[src/design/ext_irq_defs.vh]
/*
 Constants shared by the external interrupt pin interface: vector
 numbers, power-down mode codes, reset values and sizes.
 Assumes it is included by bare name from each design file.
*/
`ifndef EXT_IRQ_DEFS_VH
`define EXT_IRQ_DEFS_VH

// Number of polarity-selectable external interrupt inputs
`define EXT_IRQ_COUNT 4
// Number of synchronised pins: four external inputs plus the nonmaskable one
`define SYNC_PIN_COUNT 5
// Position of the nonmaskable input in the synchronised pin vector
`define NMI_PIN_POS 4

// Service table indices (one fetch packet per vector)
`define VEC_RESET 4'h0
`define VEC_NMI 4'h1
`define VEC_EXT_BASE 4'h4

// Polarity select bit: 0 takes a rising edge, 1 a falling edge
`define POL_RISING 1'b0

// Power-down mode codes carried with a mode entry strobe
`define PD_MODE_NONE 2'h0
`define PD_MODE_1 2'h1
`define PD_MODE_2 2'h2
`define PD_MODE_3 2'h3

// Reset values
`define SYNC_RESET_LEVEL 1'b0
`define FLAGS_RESET 4'h0
`define SERVICED_IRQ_NUMBER_RESET 4'h0

`endif

[src/design/ext_irq_pin_interface.v]
/*
 Pin-level interrupt interface: edge capture of four external
 interrupt inputs with per-input polarity, a nonmaskable input,
 service acknowledge and number outputs, and power-down status.
 Assumes the CPU core reports each serviced vector with a one-cycle
 strobe on the same clock, and supplies polarity, enable and
 power-down entry on the same clock.
*/
`timescale 1ns/1ns
`include "ext_irq_defs.vh"

module ext_irq_pin_interface (
   // Clock and reset
   input wire clock,
   input wire reset_n,
   // External interrupt pins
   input wire ext_irq_in_a,
   input wire ext_irq_in_b,
   input wire ext_irq_in_c,
   input wire ext_irq_in_d,
   input wire nmi_in,
   // Interrupt controls from the core
   input wire [3:0] ext_irq_polarity_sel,
   input wire [3:0] ext_irq_enable,
   // Service report from the core
   input wire cpu_service_strobe,
   input wire [3:0] cpu_service_vector,
   // Power-down entry from the core
   input wire pd_enter_strobe,
   input wire [1:0] pd_enter_mode,
   // Interrupt requests to the core
   output wire [3:0] ext_irq_req,
   output wire nmi_req,
   // Acknowledge pins
   output wire irq_service_ack,
   output wire [3:0] serviced_irq_number,
   // Power-down pins and status
   output wire deep_sleep_status,
   output wire cpu_run
);

   // Power-down states, one-hot
   localparam [3:0] ST_RUN = 4'b0001;
   localparam [3:0] ST_PD1 = 4'b0010;
   localparam [3:0] ST_PD2 = 4'b0100;
   localparam [3:0] ST_PD3 = 4'b1000;

   wire [`SYNC_PIN_COUNT-1:0] pin_vec;
   wire [`SYNC_PIN_COUNT-1:0] pin_rise;
   wire [`SYNC_PIN_COUNT-1:0] pin_fall;
   wire [3:0] ext_edge;
   wire [3:0] ext_clear;
   wire nmi_edge;
   wire nmi_clear;
   wire service_taken;
   wire wake_event;

   reg [3:0] ext_flag_r;
   reg [3:0] ext_flag_nxt;
   reg nmi_flag_r;
   reg nmi_flag_nxt;
   reg [3:0] ext_irq_req_r;
   reg nmi_req_r;
   reg irq_service_ack_r;
   reg [3:0] serviced_irq_number_r;
   reg [3:0] serviced_irq_number_nxt;
   reg [3:0] state_r;
   reg [3:0] state_nxt;
   reg deep_sleep_status_r;
   reg cpu_run_r;

   // True when a serviced vector matches a given table index
   function vec_hit;
      input [3:0] vector;
      input [3:0] index;
      begin
         vec_hit = (vector == index);
      end
   endfunction

   assign pin_vec = {nmi_in, ext_irq_in_d, ext_irq_in_c, ext_irq_in_b, ext_irq_in_a};

   // One synchroniser per pin; the pins are asynchronous to clock
   // Only the edge pulses matter here, so the stable level stays open
   genvar g;
   generate
      for (g = 0; g < `SYNC_PIN_COUNT; g = g + 1) begin : gen_sync
         pin_edge_sync u_sync (
            .clock(clock),
            .reset_n(reset_n),
            .pin(pin_vec[g]),
            .level(),
            .rise(pin_rise[g]),
            .fall(pin_fall[g])
         );
      end
   endgenerate

   // Polarity picks which edge counts; changing it never fakes an edge
   generate
      for (g = 0; g < `EXT_IRQ_COUNT; g = g + 1) begin : gen_edge
         assign ext_edge[g] = (ext_irq_polarity_sel[g] == `POL_RISING) ? pin_rise[g] : pin_fall[g];
         assign ext_clear[g] = service_taken & vec_hit(cpu_service_vector, `VEC_EXT_BASE + g[3:0]);
      end
   endgenerate

   // Nonmaskable input ignores polarity and every enable
   assign nmi_edge = pin_rise[`NMI_PIN_POS];
   assign nmi_clear = service_taken & vec_hit(cpu_service_vector, `VEC_NMI);

   // A halted core services nothing, so its reports are ignored in power-down
   assign service_taken = cpu_service_strobe & (state_r == ST_RUN);

   // Light sleep ends on any request the core would take
   assign wake_event = (|(ext_flag_r & ext_irq_enable)) | nmi_flag_r;

   // Pending flags; a new edge wins over a clear in the same cycle
   always @* begin
      ext_flag_nxt = ext_edge | (ext_flag_r & ~ext_clear);
      nmi_flag_nxt = nmi_edge | (nmi_flag_r & ~nmi_clear);
   end

   always @(posedge clock or negedge reset_n) begin
      if (!reset_n) begin
         ext_flag_r <= `FLAGS_RESET;
         nmi_flag_r <= 1'b0;
      end else begin
         ext_flag_r <= ext_flag_nxt;
         nmi_flag_r <= nmi_flag_nxt;
      end
   end

   // Requests to the core; the maskable ones are gated, the NMI never is
   always @(posedge clock or negedge reset_n) begin
      if (!reset_n) begin
         ext_irq_req_r <= `FLAGS_RESET;
         nmi_req_r <= 1'b0;
      end else begin
         ext_irq_req_r <= ext_flag_nxt & ext_irq_enable;
         nmi_req_r <= nmi_flag_nxt;
      end
   end

   // Number is loaded with each ack cycle and held after it, so it is
   // stable until the next service; back-to-back services change it every cycle
   always @* begin
      serviced_irq_number_nxt = serviced_irq_number_r;
      if (service_taken) begin
         serviced_irq_number_nxt = cpu_service_vector;
      end
   end

   // Acknowledge follows every service, whatever the source
   always @(posedge clock or negedge reset_n) begin
      if (!reset_n) begin
         irq_service_ack_r <= 1'b0;
         serviced_irq_number_r <= `SERVICED_IRQ_NUMBER_RESET;
      end else begin
         irq_service_ack_r <= service_taken;
         serviced_irq_number_r <= serviced_irq_number_nxt;
      end
   end

   // Power-down sequencing; modes 2 and 3 leave only through reset
   always @* begin
      state_nxt = state_r;
      case (state_r)
         ST_RUN: begin
            if (pd_enter_strobe) begin
               if (pd_enter_mode == `PD_MODE_1) begin
                  state_nxt = ST_PD1;
               end else if (pd_enter_mode == `PD_MODE_2) begin
                  state_nxt = ST_PD2;
               end else if (pd_enter_mode == `PD_MODE_3) begin
                  state_nxt = ST_PD3;
               end
            end
         end
         ST_PD1: begin
            if (wake_event) begin
               state_nxt = ST_RUN;
            end
         end
         ST_PD2: begin
            state_nxt = ST_PD2;
         end
         ST_PD3: begin
            state_nxt = ST_PD3;
         end
         default: begin
            state_nxt = ST_RUN;
         end
      endcase
   end

   // Status pins follow the next state so they change with it
   always @(posedge clock or negedge reset_n) begin
      if (!reset_n) begin
         state_r <= ST_RUN;
         deep_sleep_status_r <= 1'b0;
         cpu_run_r <= 1'b1;
      end else begin
         state_r <= state_nxt;
         deep_sleep_status_r <= (state_nxt == ST_PD2) | (state_nxt == ST_PD3);
         cpu_run_r <= (state_nxt == ST_RUN);
      end
   end

   assign ext_irq_req = ext_irq_req_r;
   assign nmi_req = nmi_req_r;
   assign irq_service_ack = irq_service_ack_r;
   assign serviced_irq_number = serviced_irq_number_r;
   assign deep_sleep_status = deep_sleep_status_r;
   assign cpu_run = cpu_run_r;

endmodule

[src/design/pin_edge_sync.v]
/*
 Three-stage pin synchroniser with a stable level and registered
 one-cycle rise and fall pulses.
 Assumes the pin is asynchronous to clock and that any level it
 shows is held for at least three clock cycles.
*/
`timescale 1ns/1ns
`include "ext_irq_defs.vh"

module pin_edge_sync (
   // Clock and reset
   input wire clock,
   input wire reset_n,
   // Asynchronous pin
   input wire pin,
   // Synchronised results
   output wire level,
   output wire rise,
   output wire fall
);

   reg meta_r;
   reg s2_r;
   reg s3_r;
   reg stable_r;
   reg rise_r;
   reg fall_r;
   wire agree;

   // A change counts only once the second and third stages agree
   assign agree = (s2_r == s3_r);

   // Synchroniser chain; the first stage feeds only the second
   always @(posedge clock or negedge reset_n) begin
      if (!reset_n) begin
         meta_r <= `SYNC_RESET_LEVEL;
         s2_r <= `SYNC_RESET_LEVEL;
         s3_r <= `SYNC_RESET_LEVEL;
      end else begin
         meta_r <= pin;
         s2_r <= meta_r;
         s3_r <= s2_r;
      end
   end

   // Stable level and edge pulses, each edge reported exactly once
   always @(posedge clock or negedge reset_n) begin
      if (!reset_n) begin
         stable_r <= `SYNC_RESET_LEVEL;
         rise_r <= 1'b0;
         fall_r <= 1'b0;
      end else begin
         rise_r <= agree & s3_r & ~stable_r;
         fall_r <= agree & ~s3_r & stable_r;
         if (agree) begin
            stable_r <= s3_r;
         end
      end
   end

   assign level = stable_r;
   assign rise = rise_r;
   assign fall = fall_r;

endmodule

[config.mk]
export PLATFORM = sky130hd
export DESIGN_NAME = ext_irq_pin_interface
export DESIGN_NICKNAME = d
export VERILOG_FILES = /design/src/design/ext_irq_pin_interface.v /design/src/design/pin_edge_sync.v
export VERILOG_INCLUDE_DIRS = /design/src /design/src/design
export SDC_FILE = /design/constraint.sdc
export NUM_CORES = 1
export LEC_CHECK = 0
export BUFFER_PORTS_ARGS = -buffer_cell sky130_fd_sc_hd__buf_2
export CORE_MARGIN = 1.5
export CORE_UTILIZATION = 40
export CTS_CLUSTER_SIZE = 8
export DETAILED_ROUTE_END_ITERATION = 12
export MAX_ROUTING_LAYER = met4
export PLACE_DENSITY = 0.58
export SKIP_CTS_REPAIR_TIMING = 1
export SYNTH_ARGS = -nofsm -noshare
export SYNTH_HDL_FRONTEND = slang
export SYNTH_HIERARCHICAL = 1
export SYNTH_SLANG_ARGS = --single-unit
[constraint.sdc]
create_clock -name clock -period 2.83 [get_ports clock]
set_clock_uncertainty 0.2 [all_clocks]
set_input_delay 0.1415 -clock clock [delete_from_list [all_inputs] [get_ports clock]]
set_output_delay 0.1415 -clock clock [all_outputs]
set_load 0.005 [all_outputs]
==> impl_metrics.yaml <==
synthesis:
  syn_area_mm2: 0.001971
  ys_warn_count: 6
  syn_avg_cell_area_um2: 13.88
  postSynthCellCount: 142
  syn-num-nets: 175
route:
  vias_per_cell: 4.648
  drtIter0Drc: 59
  routedWlPerCell_um: 12.49
  drc: 0
  via_count: 1255
  ant_nets: 0
  first_pass_iters: 5
  wirelength_um: 3371
sta:
  max_slew_margin_pct: 29.94
  setup_viol: 0
  period_share_pct: 95.37
  rsz0062_at_grt: "false"
  worst_slew_pin_slew_ns: 1.051
  finalHoldViolCount: 0
  fin_crit_ns: 2.699
  slew_violations: 0
  max_freq_mhz: 370.5
  fin_hold_ws_ns: 0.05034
  tns_ns: 0
clock_network:
  tritoncts: "built"
  cts_root_buf: "clkbuf_8"
  worstSkewPairLatency_ns: 0.30
  cts_sinks: 49
  htreeDepth: 2
  cts_max_path_buffers: 2
  cts_buffers: 5
  cts.clk_slew.worst_paths_ns: 0.08
die:
  die_x_um: 73.19
  io_pins: 35
  rows: 25
  start_util_pct: 41.72
  coreArea_mm2: 0.004723
  die_y_um: 73.19
  dieArea_mm2: 0.005357
critical_path:
  max_stage_delay_ns: 0.62
  worst-endpoint-arrival_ns: 2.69
  cp.required_ns: 2.82
  r2r_start: "state_r[0]"
  path_max_fanout: 10
  path_class: "register to register"
  startpoint_type: "register"
  critical_path_buf_inv_count: 1
  crit_start: "state_r[0]"
  path_cells: "or4b_1, o41ai_1, a21boi_0, dlygate4sd3_1"
  cpMaxStageDelayCell: "dfstp_2"
  crit_path_end_kind: "register"
  critPathTopFamily: "flip-flops"
finish:
  final_common_cell: "dfrtp_1"
  fin_nets: 235
  syn_to_final_growth_pct: 27.11
  num_antenna_cells: 0
  drive_above_1_share_pct: 26.60
  most-common-layout-cells: "dfrtp_1 (47), buf_2 (34), dlygate4sd3_1 (23)"
min_path:
  hp-class: "primary input to register"
  min_from: "pd_enter_mode[1]"
grt:
  grt_pass1_vias: 1160
  grt_pass1_wl_um: 5223
  overflow: 0
  grt_max_degree: 50
  grt_use_total_pct: 13.67
  antenna_found_initial: 0
run_status:
  outcome: "completed"
power_and_ir_drop:
  leakagePower_nw: 1.213
  p_per_area_mw_per_mm2: 604.5
  ir_worst_vdd_v: 0.0002467
placed_design:
  dpl.hpwl_um: 2236
  port_buffers: 34
  routabilityCongestion: 0.7526
run:
  maxCapViolCount: 0
-- flip-flops by register name (all words and copies together) (netlist names), 5 cells and up --
signal,flops
gen_sync.u_sync/s2_r,5
gen_sync.u_sync/s3_r,5
gen_sync.u_sync/level,5
gen_sync.u_sync/meta_r,5
gen_sync.u_sync/rise,5
-- final cells by class --
cell class,instances,area [µm²]
Clock buffer,6,72.57
Timing Repair Buffer,57,400.4
Fill cell,399,2218
Clock inverter,2,10.01
Inverter,14,52.55
Sequential cell,49,1229
Multi-Input combinational cell,75,656.9
Tap cell,67,83.83
-- final timing paths --
check | end | slack, ns | cells after the start
setup / recovery | ext_irq_req[2] | 0.13 | 4
hold / removal | state_r[2] | 0.05 | 4
setup reg to reg | ext_irq_req[2] | 0.13 | 4
hold reg to reg | gen_sync[1].u_sync/s2_r | 0.15 | 0
max in group asynchronous | gen_sync[2].u_sync/s2_r | 1.42 | 2
min in group asynchronous | deep_sleep_status | 0.36 | 2
-- report_power, final --
group	internal [mW]	switching [mW]	leakage [nW]	total [mW]
clock network	0.172	0.223	0.0450	0.395
logic	0.159	0.112	0.582	0.271
registers	0.793	0.0552	0.585	0.849
total	1.12	0.390	1.21	1.51
-- layer usage --
| metal | share of wire [%] | GRT usage [%] | vias to the layer above |
|---|---|---|---|
| li1 | - | - | 608 |
| met2 | 49 | 21.52 | 28 |
| met3 | 4.6 | 5.110 | 8 |
| met1 | 45 | 15.70 | 611 |
| met5 | 0 | - | - |
| met4 | 1.6 | 5.660 | 0 |
-- worst min-delay path, cell delays in order --
cell and delay, ns:
buf_2 0.12, nand4b_1 0.08, mux2_2 0.14, nor3_1 0.04
-- metrics by stage --
stage               util [%]  cells  setup slack [ns]  total power [mW]  instance area (µm²)
floorplan                  -    142            0.6387             1.007                 1971
global placement       46.41    239            0.6705             1.088                 2192
detailed placement     46.41    239            0.6449             1.103                 2192
CTS                    48.16    247            0.6216             1.499                 2275
global route           53.03    270          0.004613             1.607                 2505
finish                 53.03    270            0.1311             1.514                 2505
(Power assumes the default switching activity.)
